==> src/verilog/slot_pkg.sv <==
package slot_pkg;
    // Register map
    localparam logic [7:0]  SLOT_OFF    = 8'hD8;
    localparam logic [1:0]  RESP_OKAY   = 2'h0;
    localparam logic [1:0]  RESP_SLVERR = 2'h2;

    // Control half, bits 12:0 stored, 15:13 read zero
    localparam int          CTRL_W      = 13;
    localparam logic [12:0] CTRL_RESET  = 13'h01C0;
    localparam int          ATTN_LSB    = 6;
    localparam int          PWR_LSB     = 8;
    localparam int          PWR_OFF_BIT = 10;
    localparam int          LATCH_BIT   = 11;

    // Event flags: button, fault, latch, presence, command, link
    localparam int          NEV         = 6;
    localparam int          EV_LATCH    = 2;
    localparam int          EV_CMD      = 4;
    localparam int          EV_STAT_BIT [NEV] = '{16, 17, 18, 19, 20, 24};
    localparam int          EV_EN_BIT   [NEV] = '{0, 1, 2, 3, 4, 12};
    localparam logic [5:0]  EV_W1C      = 6'h3B;
    localparam int          HP_EN_BIT   = 5;
    localparam int          LATCH_ST_BIT = 21;
    localparam int          PRES_ST_BIT = 22;

    // Indicator message codes: {power, field}
    localparam logic        MSG_ATTN    = 1'b0;
    localparam logic        MSG_PWR     = 1'b1;

    typedef enum logic [0:0] {
        TX_IDLE = 1'b0,
        TX_SEND = 1'b1
    } tx_state_t;
endpackage

==> src/verilog/slot_sense_if.sv <==
interface slot_sense_if;
    logic latch_open;
    logic presence;
    logic latch_chg;
    logic pres_chg;
    logic link_chg;

    modport detect (output latch_open, presence, latch_chg, pres_chg,
                    link_chg);
    modport core   (input  latch_open, presence, latch_chg, pres_chg,
                    link_chg);
endinterface

==> src/verilog/slot_change_detect.sv <==
module slot_change_detect (
    // Clock and reset
    input  wire logic   aclk,
    input  wire logic   aresetn,
    // Live slot levels
    input  wire logic   latch_open,
    input  wire logic   card_present,
    input  wire logic   slot_implemented,
    input  wire logic   link_active,
    // Toward the register core
    slot_sense_if.detect sense
);
    logic primed_r;
    logic latch_r;
    logic pres_r;
    logic link_r;
    logic pres_eff;

    // Without a slot, presence always reads as present
    assign pres_eff         = card_present | ~slot_implemented;
    assign sense.latch_open = latch_open;
    assign sense.presence   = pres_eff;
    // No change is reported on the first sample after reset
    assign sense.latch_chg  = primed_r & (latch_r != latch_open);
    assign sense.pres_chg   = primed_r & (pres_r != pres_eff);
    assign sense.link_chg   = primed_r & (link_r != link_active);

    always_ff @(posedge aclk) begin
        if (!aresetn) begin
            primed_r <= 1'b0;
            latch_r  <= 1'b0;
            pres_r   <= 1'b0;
            link_r   <= 1'b0;
        end else begin
            primed_r <= 1'b1;
            latch_r  <= latch_open;
            pres_r   <= pres_eff;
            link_r   <= link_active;
        end
    end
endmodule

==> src/verilog/indicator_msg_tx.sv <==
module indicator_msg_tx (
    // Clock and reset
    input  wire logic       aclk,
    input  wire logic       aresetn,
    // Requests from field writes
    input  wire logic       attn_req,
    input  wire logic       pwr_req,
    input  wire logic [1:0] attn_field,
    input  wire logic [1:0] pwr_field,
    output logic            busy,
    // Message port
    output logic            msg_valid,
    output logic [2:0]      msg_code,
    input  wire logic       msg_ready
);
    slot_pkg::tx_state_t state_r;
    logic                attn_pend_r;
    logic                pwr_pend_r;
    logic [2:0]          code_r;
    logic                take_attn;
    logic                take_pwr;

    assign take_attn = (state_r == slot_pkg::TX_IDLE) & attn_pend_r;
    assign take_pwr  = (state_r == slot_pkg::TX_IDLE) & ~attn_pend_r
                       & pwr_pend_r;
    assign msg_valid = (state_r == slot_pkg::TX_SEND);
    assign msg_code  = code_r;
    assign busy      = attn_pend_r | pwr_pend_r | msg_valid;

    always_ff @(posedge aclk) begin
        if (!aresetn) begin
            state_r     <= slot_pkg::TX_IDLE;
            attn_pend_r <= 1'b0;
            pwr_pend_r  <= 1'b0;
            code_r      <= 3'h0;
        end else begin
            // A new write while pending keeps the request
            attn_pend_r <= attn_req | (attn_pend_r & ~take_attn);
            pwr_pend_r  <= pwr_req | (pwr_pend_r & ~take_pwr);
            unique case (state_r)
                slot_pkg::TX_IDLE: begin
                    if (take_attn) begin
                        code_r  <= {slot_pkg::MSG_ATTN, attn_field};
                        state_r <= slot_pkg::TX_SEND;
                    end else if (take_pwr) begin
                        code_r  <= {slot_pkg::MSG_PWR, pwr_field};
                        state_r <= slot_pkg::TX_SEND;
                    end
                end
                slot_pkg::TX_SEND: begin
                    if (msg_ready)
                        state_r <= slot_pkg::TX_IDLE;
                end
            endcase
        end
    end
endmodule

==> src/verilog/hotplug_slot_control_status.sv <==
module hotplug_slot_control_status #(
    parameter int AW = 8
) (
    // Clock and reset
    input  wire logic          aclk,
    input  wire logic          aresetn,
    // AXI4-Lite write address
    input  wire logic [AW-1:0] awaddr,
    input  wire logic          awvalid,
    output logic               awready,
    // AXI4-Lite write data
    input  wire logic [31:0]   wdata,
    input  wire logic [3:0]    wstrb,
    input  wire logic          wvalid,
    output logic               wready,
    // AXI4-Lite write response
    output logic [1:0]         bresp,
    output logic               bvalid,
    input  wire logic          bready,
    // AXI4-Lite read address
    input  wire logic [AW-1:0] araddr,
    input  wire logic          arvalid,
    output logic               arready,
    // AXI4-Lite read data
    output logic [31:0]        rdata,
    output logic [1:0]         rresp,
    output logic               rvalid,
    input  wire logic          rready,
    // Slot sensors and button
    input  wire logic          attn_button_pressed,
    input  wire logic          power_fault_detected,
    input  wire logic          latch_open,
    input  wire logic          card_present,
    input  wire logic          slot_implemented,
    input  wire logic          link_active,
    // Slot controls
    output logic               power_off,
    output logic               electromechanical_latch_control,
    output logic               hotplug_irq,
    // Indicator messages
    output logic               msg_valid,
    output logic [2:0]         msg_code,
    input  wire logic          msg_ready
);
    if (AW < 8) begin : g_aw_check
        $error("AW must be at least 8");
    end

    // Register byte address at the bus width
    localparam logic [AW-1:0] OFF_A = AW'(slot_pkg::SLOT_OFF);

    // Write channel state
    logic                awready_r;
    logic                wready_r;
    logic                bvalid_r;
    logic [1:0]          bresp_r;
    logic [AW-1:0]       awaddr_r;
    logic [31:0]         wdata_r;
    logic [3:0]          wstrb_r;
    // Read channel state
    logic                arready_r;
    logic                rvalid_r;
    logic [1:0]          rresp_r;
    logic [31:0]         rdata_r;
    // Register state
    logic [12:0]         ctrl_r;
    logic [12:0]         ctrl_nxt;
    logic [5:0]          ev_flag_r;
    logic [5:0]          ev_flag_nxt;
    logic                cmd_busy_r;
    logic                irq_r;
    // Decode and events
    logic                aw_take;
    logic                w_take;
    logic                ar_take;
    logic                do_write;
    logic                wr_hit;
    logic                rd_hit;
    logic                ctrl_wr;
    logic                attn_wr;
    logic                pwr_wr;
    logic                cmd_done;
    logic                tx_busy;
    logic [5:0]          ev_set;
    logic [5:0]          ev_clr;
    logic [5:0]          ev_en;
    logic [31:0]         rd_word;

    slot_sense_if sense ();

    slot_change_detect u_detect (
        .aclk             (aclk),
        .aresetn          (aresetn),
        .latch_open       (latch_open),
        .card_present     (card_present),
        .slot_implemented (slot_implemented),
        .link_active      (link_active),
        .sense            (sense.detect)
    );

    indicator_msg_tx u_msg (
        .aclk       (aclk),
        .aresetn    (aresetn),
        .attn_req   (attn_wr),
        .pwr_req    (pwr_wr),
        .attn_field (ctrl_r[slot_pkg::ATTN_LSB +: 2]),
        .pwr_field  (ctrl_r[slot_pkg::PWR_LSB +: 2]),
        .busy       (tx_busy),
        .msg_valid  (msg_valid),
        .msg_code   (msg_code),
        .msg_ready  (msg_ready)
    );

    // Bus handshakes and decode
    assign aw_take  = awvalid & awready_r;
    assign w_take   = wvalid & wready_r;
    assign ar_take  = arvalid & arready_r;
    assign do_write = ~awready_r & ~wready_r & ~bvalid_r;
    assign wr_hit   = awaddr_r[AW-1:2] == OFF_A[AW-1:2];
    assign rd_hit   = araddr[AW-1:2] == OFF_A[AW-1:2];
    assign ctrl_wr  = do_write & wr_hit & (wstrb_r[0] | wstrb_r[1]);
    // Field writes raise indicator messages
    assign attn_wr  = do_write & wr_hit & wstrb_r[0];
    assign pwr_wr   = do_write & wr_hit & wstrb_r[1];

    // Byte-lane writes into the control half
    assign ctrl_nxt = {wstrb_r[1] ? wdata_r[12:8] : ctrl_r[12:8],
                       wstrb_r[0] ? wdata_r[7:0] : ctrl_r[7:0]};

    // Command completes once its messages have left
    assign cmd_done = cmd_busy_r & ~tx_busy & ~ctrl_wr;

    // Event sources in flag order
    assign ev_set = {sense.link_chg,
                     cmd_done,
                     sense.pres_chg,
                     sense.latch_chg,
                     power_fault_detected,
                     attn_button_pressed};

    for (genvar i = 0; i < slot_pkg::NEV; i++) begin : g_ev
        assign ev_clr[i] = do_write & wr_hit & slot_pkg::EV_W1C[i]
                           & wstrb_r[slot_pkg::EV_STAT_BIT[i] / 8]
                           & wdata_r[slot_pkg::EV_STAT_BIT[i]];
        // A set in the clearing cycle wins
        assign ev_flag_nxt[i] = ev_set[i] | (ev_flag_r[i] & ~ev_clr[i]);
        // Per-event enables
        assign ev_en[i] =
            ctrl_r[slot_pkg::EV_EN_BIT[i]];
    end

    // Read word assembly
    always_comb begin
        rd_word = 32'h0000_0000;
        rd_word[12:0] = ctrl_r;
        for (int i = 0; i < slot_pkg::NEV; i++) begin
            rd_word[slot_pkg::EV_STAT_BIT[i]] = ev_flag_r[i];
        end
        rd_word[slot_pkg::LATCH_ST_BIT] = sense.latch_open;
        rd_word[slot_pkg::PRES_ST_BIT]  = sense.presence;
        if (!rd_hit)
            rd_word = 32'h0000_0000;
    end

    // Write channels
    always_ff @(posedge aclk) begin
        if (!aresetn) begin
            awready_r <= 1'b1;
            wready_r  <= 1'b1;
            bvalid_r  <= 1'b0;
            bresp_r   <= slot_pkg::RESP_OKAY;
            awaddr_r  <= '0;
            wdata_r   <= 32'h0000_0000;
            wstrb_r   <= 4'h0;
        end else begin
            if (aw_take) begin
                awready_r <= 1'b0;
                awaddr_r  <= awaddr;
            end
            if (w_take) begin
                wready_r <= 1'b0;
                wdata_r  <= wdata;
                wstrb_r  <= wstrb;
            end
            if (do_write) begin
                bvalid_r <= 1'b1;
                bresp_r  <= wr_hit ? slot_pkg::RESP_OKAY
                                   : slot_pkg::RESP_SLVERR;
            end
            if (bvalid_r && bready) begin
                bvalid_r  <= 1'b0;
                awready_r <= 1'b1;
                wready_r  <= 1'b1;
            end
        end
    end

    // Read channels
    always_ff @(posedge aclk) begin
        if (!aresetn) begin
            arready_r <= 1'b1;
            rvalid_r  <= 1'b0;
            rresp_r   <= slot_pkg::RESP_OKAY;
            rdata_r   <= 32'h0000_0000;
        end else if (ar_take) begin
            arready_r <= 1'b0;
            rvalid_r  <= 1'b1;
            rdata_r   <= rd_word;
            rresp_r   <= rd_hit ? slot_pkg::RESP_OKAY
                                : slot_pkg::RESP_SLVERR;
        end else if (rvalid_r && rready) begin
            rvalid_r  <= 1'b0;
            arready_r <= 1'b1;
        end
    end

    // Control half
    always_ff @(posedge aclk) begin
        if (!aresetn)
            ctrl_r <= slot_pkg::CTRL_RESET;
        else if (ctrl_wr)
            ctrl_r <= ctrl_nxt;
    end

    // Status flags, command tracking and interrupt
    always_ff @(posedge aclk) begin
        if (!aresetn) begin
            ev_flag_r  <= 6'h00;
            cmd_busy_r <= 1'b0;
            irq_r      <= 1'b0;
        end else begin
            ev_flag_r  <= ev_flag_nxt;
            cmd_busy_r <= ctrl_wr | (cmd_busy_r & ~cmd_done);
            irq_r      <= ctrl_r[slot_pkg::HP_EN_BIT]
                          & |(ev_flag_r & ev_en);
        end
    end

    assign awready     = awready_r;
    assign wready      = wready_r;
    assign bvalid      = bvalid_r;
    assign bresp       = bresp_r;
    assign arready     = arready_r;
    assign rvalid      = rvalid_r;
    assign rresp       = rresp_r;
    assign rdata       = rdata_r;
    assign hotplug_irq = irq_r;
    assign power_off   = ctrl_r[slot_pkg::PWR_OFF_BIT];
    assign electromechanical_latch_control = ctrl_r[slot_pkg::LATCH_BIT];
endmodule

==> config.mk <==
export PLATFORM = sky130hd
export DESIGN_NAME = hotplug_slot_control_status
export DESIGN_NICKNAME = d
export VERILOG_FILES = /design/src/verilog/slot_pkg.sv /design/src/verilog/slot_sense_if.sv /design/src/verilog/slot_change_detect.sv /design/src/verilog/indicator_msg_tx.sv /design/src/verilog/hotplug_slot_control_status.sv
export SDC_FILE = /design/constraint.sdc
export NUM_CORES = 1
export LEC_CHECK = 0
export ABC_CLOCK_PERIOD_IN_PS = 2150
export CORE_ASPECT_RATIO = 1.75
export CORE_MARGIN = 5
export CORE_UTILIZATION = 55
export DETAILED_ROUTE_END_ITERATION = 8
export DONT_BUFFER_PORTS = 1
export PLACE_DENSITY = 0.7
export SYNTH_ARGS = -nofsm -noshare
export SYNTH_HDL_FRONTEND = slang
export SYNTH_SLANG_ARGS = --single-unit
==> constraint.sdc <==
create_clock -name aclk -period 2.15 [get_ports aclk]
set_clock_uncertainty 0.2 [all_clocks]
set_input_delay 0.215 -clock aclk [delete_from_list [all_inputs] [get_ports aclk]]
set_output_delay 0.215 -clock aclk [all_outputs]
set_load 0.01 [all_outputs]
## After elaboration in Yosys (flattened, before gate mapping)

Index checks and enable logic that the tools add are counted.

| operators by class | value |
|---|---|
| bitwise logic cells | 64 |
| equal/unequal tests | 5 |
| reduce and logical (&&, ||, !) cells | 9 |
| mux-type cells | 14 |

Operator list:

| kind | count |
|---|---|
| $and 1x1->1 | 33 |
| $mux 25 | 1 |
| $not 1->1 | 17 |
| $or 1x1->1 | 13 |
| $eq 6x6->1 const B | 2 |
| $mux 1 | 8 |
| $and 6x6->6 | 1 |
| $mux 3 | 2 |
| $reduce_and 2->1 | 3 |
| $reduce_or 6->1 | 1 |
| $mux 2 | 2 |
| $reduce_bool 2->1 | 2 |
| $ne 1x1->1 | 3 |
| $logic_and 1x1->1 | 2 |
| $pmux 1 s2 | 1 |
| $reduce_or 2->1 | 1 |

| word-level totals | value |
|---|---|
| output and inout bits | 48 |
| input port bits | 66 |
| flip-flop bits (word level) | 109 |

## Depth between registers and ports, before layout

Gate-level depths: netlist of the first run.

| depth | value |
|---|---|
| depth after elaboration | 10 |
| mapped depth | 5 |
| gate-level depth less buffers | 3 |

## Modules after synthesis

Synthesis of the first run repeated with hierarchy kept, for this count alone.

| second synthesis, totals | value |
|---|---|
| cell total of the unflattened synthesis | 403 |
| area total of the unflattened synthesis | 3582.2 µm² |

By module, submodules not included:

| module | area each (µm²) | cells each | times used | seq. area each (µm²) |
|---|---|---|---|---|
| hotplug_slot_control_status | 3163.0 | 361 | 1 | 1541.5 |
| indicator_msg_tx | 247.7 | 26 | 1 | 120.1 |
| slot_change_detect | 171.4 | 16 | 1 | 80.1 |

## Worst setup path after synthesis of the first run

OpenSTA, ideal clock, no wires.

| timing path | value |
|---|---|
| path type | reg-to-reg |
| start point | register awready_r, in the netlist awready |
| end point | register ev_flag_r[5] |
| required time | 1.826 ns |
| buffers on the path | 1 |
| setup time | 0.124 ns |
| slack | 0.698 ns |
| clock period less this slack | 1.452 ns |
| stages on the path, launching flop included | 5 |
| arrival time | 1.129 ns |
| path through | dfxtp_1 buf_6 or3_4 nor4_1 o22ai_1 |

| on the way | value |
|---|---|
| word-level cells in the longest chain between the ends | 9 |

Ends and longest elaborated chain:

| element | line | source |
|---|---|---|
| from (decl) | hotplug_slot_control_status.sv:53 | `logic awready_r;` |
| from (signal assigned) | hotplug_slot_control_status.sv:168 | `awready_r <= 1'b1;` |
| from (signal assigned) | hotplug_slot_control_status.sv:177 | `awready_r <= 1'b0;` |
| from (signal assigned) | hotplug_slot_control_status.sv:192 | `awready_r <= 1'b1;` |
| $not 1->1 | hotplug_slot_control_status.sv:118 | `assign do_write = ~awready_r & ~wready_r & ~bvalid_r;` |
| $and 1x1->1 (2 in a row) | hotplug_slot_control_status.sv:118 |  |
| $and 1x1->1 | hotplug_slot_control_status.sv:142 | `assign ev_clr[i] = do_write & wr_hit & slot_pkg::EV_W1C[i]` |
| $and 1x1->1 | hotplug_slot_control_status.sv:143 | `& wstrb_r[slot_pkg::EV_STAT_BIT[i] / 8]` |
| $and 1x1->1 | hotplug_slot_control_status.sv:144 | `& wdata_r[slot_pkg::EV_STAT_BIT[i]];` |
| $not 1->1 | hotplug_slot_control_status.sv:146 | `assign ev_flag_nxt[i] = ev_set[i] \| (ev_flag_r[i] & ~ev_clr[i]);` |
| $and 1x1->1 | hotplug_slot_control_status.sv:146 |  |
| $or 1x1->1 | hotplug_slot_control_status.sv:146 |  |
| to (signal assigned) | hotplug_slot_control_status.sv:232 | `ev_flag_r <= ev_flag_nxt;` |
| to (decl) | hotplug_slot_control_status.sv:68 | `logic [5:0] ev_flag_r;` |

Every way passes these cells.
A chain may end at the register's enable or synchronous reset.

## Worst setup path after layout of the first run

| timing path | value |
|---|---|
| start point | input aresetn |
| end point | register awready_r, in the netlist awready |

| on the way | value |
|---|---|
| word-level cells in the longest chain between the ends | 2 |

Ends and longest elaborated chain:

| element | line | source |
|---|---|---|
| from (decl) | hotplug_slot_control_status.sv:6 | `input wire logic aresetn,` |
| $not 1->1 (no source line) | n/a |  |
| $reduce_or 2->1 (no source line) | n/a |  |

Every way passes these cells.

==> impl_metrics.toml, run 1 <==
[floorplanning]
die_w_um = 71.2
fp.dieArea_mm2 = 0.00833
row_count = 39
coreArea_mm2 = 0.00644
die_y_um = 117
start_util_pct = 55.9
io_pins = 114

[power_and_ir_drop]
vdd_drop_max_mv = 0.648
p_leak_nw = 1.56
powerDensity_mw_per_mm2 = 842
report.power.total_mw = 3.65

[place]
routabilityCongestion = 0.796
dp.cells = 463
place_area_mm2 = 0.00355
io_buffer_count = 0
dp_hpwl_mm = 5.14

[sta]
min_period_ps = 2060
post-route-period-util_pct = 95.6
slew_headroom_pct = 50.9
hold_violations = 0
fin_setup_tns_ps = 0
clock.fmax_ghz = 0.486
rsz0062_at_grt = "no"
report.final.slew_viol_count = 0
tightest_slew_ps = 735
setup_viol = 0

[setup_path]
worstReg2RegStart = "awready$_SDFFE_PP1P_"
r2r_cells = 3
critPathKind = "primary input to flip-flop"
crit_required_ps = 2170
worstPathCellList = "dlygate4sd3_1 > clkbuf_16 > a21boi_2 > o21ai_0 > dlygate4sd3_1"
cp-end-kind = "flip-flop"
startpoint_type = "primary input"
crit_path_frequent_cell = "dlygate4sd3_1"
rr_endpoint = "awready$_SDFFE_PP1P_"
r2r_slack_ps = 390
cp.arrival_ps = 2070
cpPeakStageDelay_ps = 640
crit_fanout = 51
crit_slowest_cell = "dlygate4sd3_1"

[synthesis]
yosysUniqueCellTypes = 41
syn_avg_cell_area_um2 = 8.87
synthTopCellsByCount = "nand2_1, dfxtp_1, a21boi_0"
ys_ff_latch = 87
yosysSeqAreaShare_pct = 48.4
yosysWarningCount = 0
async_flop_share_pct = 0
synth_area_leader_cell = "dfxtp_1"
yosysMostFrequentCell = "nand2_1"
ys.flop_type = "dfxtp_1"
synth_area_mm2 = 0.00360
syn_inst = 406
synth_top_area_share_pct = 48.4
synthTopCellsByArea = "dfxtp_1, nand2_1, a21boi_0"
synth-edff-count = 0

[layout]
fin_cells = 523
final_nets = 502
seq_area_mm2 = 0.00174
syn_to_final_growth_pct = 20.3
diodes = 0
stdcell_area_mm2 = 0.00433
multi_input_area_mm2 = 0.00166
drive_gt1_share_pct = 6.58
fillCellCount = 571
finish.utilization_pct = 67.3

[clock_tree]
clock-sinks = 87
clk_latency_ps = 330
cts_root_buffer = "clkbuf_16"
clk_pin_slew_worst_paths_ps = 60
h-tree-depth = 3
clk_path_buf_depth = 2
cts_made_buffers = 9
cts_tree = "built"

[route]
drtIter0Drc = 209
wire_per_inst_um = 15.4
ant_nets = 0
vias_per_cell = 5.42
wirelength_mm = 8.04
num_vias = 2836
drc_errors = 0
dr.pass1.iters = 4

[global_route]
grtUsageTotal_pct = 18.9
antenna_found_initial = 0
grt_overflow = 0
grt_start_max_net_pins = 103
grt_pass1_wl_mm = 12.4
grt_pass1_vias = 2644

[worst_hold_path]
hold_class = "primary input to flip-flop"
holdPathEnd = "rdata[22]$_SDFFE_PN0P_"
min_from = "card_present"
hold-path-cell-count = 3

[outcome]
status = "complete, no violations"

[job]
max-cap-violations = 0
[worst max-delay path, delay by kind of cell]
family	cells	cell delay, ps
buf+inv	3	1500
compound gates	2	350
[how the worst max path moves through the flow]
| stage | to | from | slack [ps] |
|---|---|---|---|
| after floorplan | ev_flag_r[5]$_SDFF_PN0_ | awready$_SDFFE_PP1P_ | 700 |
| after global placement | ctrl_r[5]$_SDFFE_PN0P_ | awready$_SDFFE_PP1P_ | 450 |
| after detailed placement | ctrl_r[0]$_SDFFE_PN0P_ | awready$_SDFFE_PP1P_ | 430 |
| after CTS | awready$_SDFFE_PP1P_ | aresetn | 40 |
| after global routing | awready$_SDFFE_PP1P_ | aresetn | 20 |
| final | awready$_SDFFE_PP1P_ | aresetn | 90 |
[placed cells by master, fill, tap and decap left out, types with 5 or more instances in the layout]
master,Yosys,routed
mux2i_1,13,13
buf_4,14,5
a21boi_0,50,49
nor2b_1,9,9
nor2_1,10,10
dfxtp_1,87,87
dlygate4sd3_1,0,42
o21ai_0,8,8
a21oi_1,5,5
clkbuf_16,0,10
nand2_1,105,105
nand4_1,21,21
conb_1,1,13
nand3_1,9,9
and2_1,5,5
[power by group]
| part | internal [mW] | total [mW] | switching (mW) |
|---|---|---|---|
| clock | 1.08 | 1.67 | 0.591 |
| combinational | 0.123 | 0.263 | 0.140 |
| sequential | 1.67 | 1.71 | 0.0481 |
| total | 2.87 | 3.65 | 0.779 |
[stage by stage]
| step | hold WS [ps] | worst slack [ps] |
|---|---|---|
| after CTS | 46.1 | 38.6 |
| after floorplan | 42.7 | 698 |
| final | 52.6 | 94.5 |
| after detailed placement | 48.5 | 426 |
| after global routing | 72.7 | 20.1 |
| after global placement | 51.7 | 450 |
[kinds of logic (layout without fill, tap and decap cells)]
kind of cell | count (synthesis) | count (layout) | share of synthesized area (%)
flops | 87 | 87 | 48.4
xor+xnor | 3 | 3 | 0.730
other cells | 1 | 13 | 0.104
buf+inv | 46 | 69 | 7.05
simple gates | 175 | 175 | 23.9
compound gates | 81 | 81 | 16.3
mux | 13 | 13 | 3.61
[timing repair]
action | 4_1_cts | 5_1_grt
hold endpoints to repair | 87 | 0
setup buffers | 0 | 0
gates resized for setup | 0 | 3
setup endpoints to repair | 0 | 2
hold buffers | 43 | 0
[area by class of cell]
cell class	count	area share [%]
multi-input combinational	285	38.2
clock buffer	13	6.00
tap	82	2.37
timing repair buffer	49	11.4
inverter	4	0.346
clock inverter	3	1.50
sequential	87	40.2
[state kept, by name, summed over array words and instances (netlist names), 3 cells and up]
register        flops
wstrb_r             4
u_msg.msg_code      3
ctrl_r             13
rdata              21
awaddr_r            6
ev_flag_r           6
wdata_r            18
[per-layer routing]
layer	wire, um	GRT usage (%)	share of wire [%]	up-vias
met5	0	0	0	-
met4	189	10.3	2.4	0
met3	487	5.21	6.1	14
met2	4110	32.3	51	76
met1	3260	21.2	41	1331
li1	-	-	-	1415
Power figures use the tool's default switching activity.
==> run 2, diff against run 1 <==
SETUP_SLACK_MARGIN = 0.3   (was unset)
==> impl_metrics.toml, run 2 (same netlist as run 1, synthesis figures left out) <==
[outcome]
status = "complete, no violations"

[floorplanning]
die_y_um = 117
coreArea_mm2 = 0.00644
row_count = 39
die_w_um = 71.2
start_util_pct = 55.9
fp.dieArea_mm2 = 0.00833
io_pins = 114

[sta]
post-route-period-util_pct = 83.0
tightest_slew_ps = 731
rsz0062_at_grt = "no"
slew_headroom_pct = 51.2
report.final.slew_viol_count = 0
min_period_ps = 1780
hold_violations = 0
setup_viol = 0
fin_setup_tns_ps = 0
clock.fmax_ghz = 0.561

[global_route]
grtUsageTotal_pct = 19.7
grt_overflow = 0
grt_start_max_net_pins = 93
grt_pass1_wl_mm = 12.9
antenna_found_initial = 0
grt_pass1_vias = 2772

[setup_path]
worstPathCellList = "nor2_1 > o221a_2 > dlygate4sd3_1"
path_buf_inv = 1
crit_slowest_cell = "dlygate4sd3_1"
crit_fanout = 9
critPathKind = "flip-flop to flip-flop"
crit_family = "buffers and inverters"
cpPeakStageDelay_ps = 550
cp.arrival_ps = 1800
crit_required_ps = 2170
r2r_slack_ps = 370
startpoint_type = "flip-flop"
cp-end-kind = "flip-flop"
worstReg2RegStart = "u_msg.msg_valid$_SDFF_PN0_"
startpoint = "u_msg.msg_valid$_SDFF_PN0_"

[power_and_ir_drop]
p_leak_nw = 1.59
combPwrFrac_pct = 7.4
seqPwrFrac_pct = 46.9
clkPwrFrac_pct = 45.7
internal_power_mw = 2.88
power.switching_uw = 774
report.power.total_mw = 3.65
powerDensity_mw_per_mm2 = 829
swShare_pct = 21.2
vdd_drop_max_mv = 0.646

[route]
num_vias = 2852
wire_per_inst_um = 15.2
vias_per_cell = 5.38
drc_errors = 0
wirelength_mm = 8.07
dr.pass1.iters = 4
drtIter0Drc = 163
ant_nets = 0

[layout]
final_cell_mix = "nand2_1, dfxtp_1, dlygate4sd3_1"
syn_to_final_growth_pct = 22.4
layout_commonest_cell = "nand2_1"
final_nets = 509
drive_gt1_share_pct = 6.70
largest_reg_flops = 21
diodes = 0

[place]
io_buffer_count = 0
routabilityCongestion = 0.796
dp_hpwl_mm = 5.14

[job]
max-cap-violations = 0

[clock_tree]
clk_path_buf_depth = 2
clock-sinks = 87
h-tree-depth = 3
clk_latency_ps = 330
cts_root_buffer = "clkbuf_16"
clk_pin_slew_worst_paths_ps = 60
cts_made_buffers = 9
cts_tree = "built"
post_cts_buffers = 0

[worst_hold_path]
min_from = "card_present"
hold_class = "primary input to flip-flop"
[run 2: cell types whose count changed in the layout (fill, tap and decap cells not counted), sizes merged]
| cell | previous run | this run |
|---|---|---|
| clkbuf | 14 | 13 |
| dlygate4sd3 | 42 | 50 |
[run 2: cell type report]
| class | count | area (um^2) |
|---|---|---|
| Inverter | 4 | 15.0 |
| Sequential cell | 87 | 1750 |
| Fill cell | 564 | 2030 |
| Multi-Input combinational cell | 285 | 1650 |
| Tap cell | 82 | 103 |
| Clock buffer | 13 | 260 |
| Clock inverter | 3 | 65.1 |
| Timing Repair Buffer | 56 | 569 |
[run 2: metal layers]
| layer | vias to the layer above | track usage (%) | part of all wire (%) | wire length [um] |
|---|---|---|---|---|
| li1 | 1430 | - | - | - |
| met1 | 1321 | 21.9 | 39 | 3140 |
| met2 | 88 | 34.0 | 52 | 4190 |
| met3 | 13 | 5.13 | 6.5 | 527 |
| met4 | 0 | 10.8 | 2.7 | 216 |
| met5 | - | 0 | 0 | 0 |
[run 2: worst paths after layout]
kind / end / cells past startpoint
worst max-delay path: u_msg.msg_code[1]$_SDFFE_PN0P_ / 3
worst min-delay path: rdata[22]$_SDFFE_PN0P_ / 3
worst max register to register: u_msg.msg_code[1]$_SDFFE_PN0P_ / 3
worst min register to register: ctrl_r[9]$_SDFFE_PN0P_ / 2
[run 2: tightest hold or removal path, cell delays in order]
cell and delay, ps:
nand2b_1 170, nand4_1 90, a21boi_0 70
[run 2: power by group through the flow]
stage | sequential (mW) | clock (mW) | combinational [mW]
floorplan | 1.73 | 0 | 0.181
global placement | 1.75 | 0 | 0.157
detailed placement | 1.75 | 0 | 0.162
CTS | 1.71 | 1.70 | 0.266
global route | 1.72 | 1.78 | 0.301
finish | 1.71 | 1.67 | 0.271
[run 2: what timing repair did]
| action | CTS | global route |
|---|---|---|
| gates resized for setup | 0 | 5 |
| hold buffers | 51 | 0 |
| endpoints found under the hold margin | 87 | 0 |
| setup endpoints to repair | 0 | 11 |
[run 2: metrics by stage]
stage | cell area [um^2] | utilization (%) | hold slack, ps | instances | setup WS (ps)
floorplan | 3650 | - | 42.7 | 418 | 698
global placement | 3550 | 55.1 | 51.7 | 463 | 450
detailed placement | 3550 | 55.1 | 48.5 | 463 | 426
CTS | 4400 | 68.3 | 47.6 | 530 | 332
global route | 4410 | 68.5 | 76.4 | 530 | 302
finish | 4410 | 68.5 | 62.2 | 530 | 367
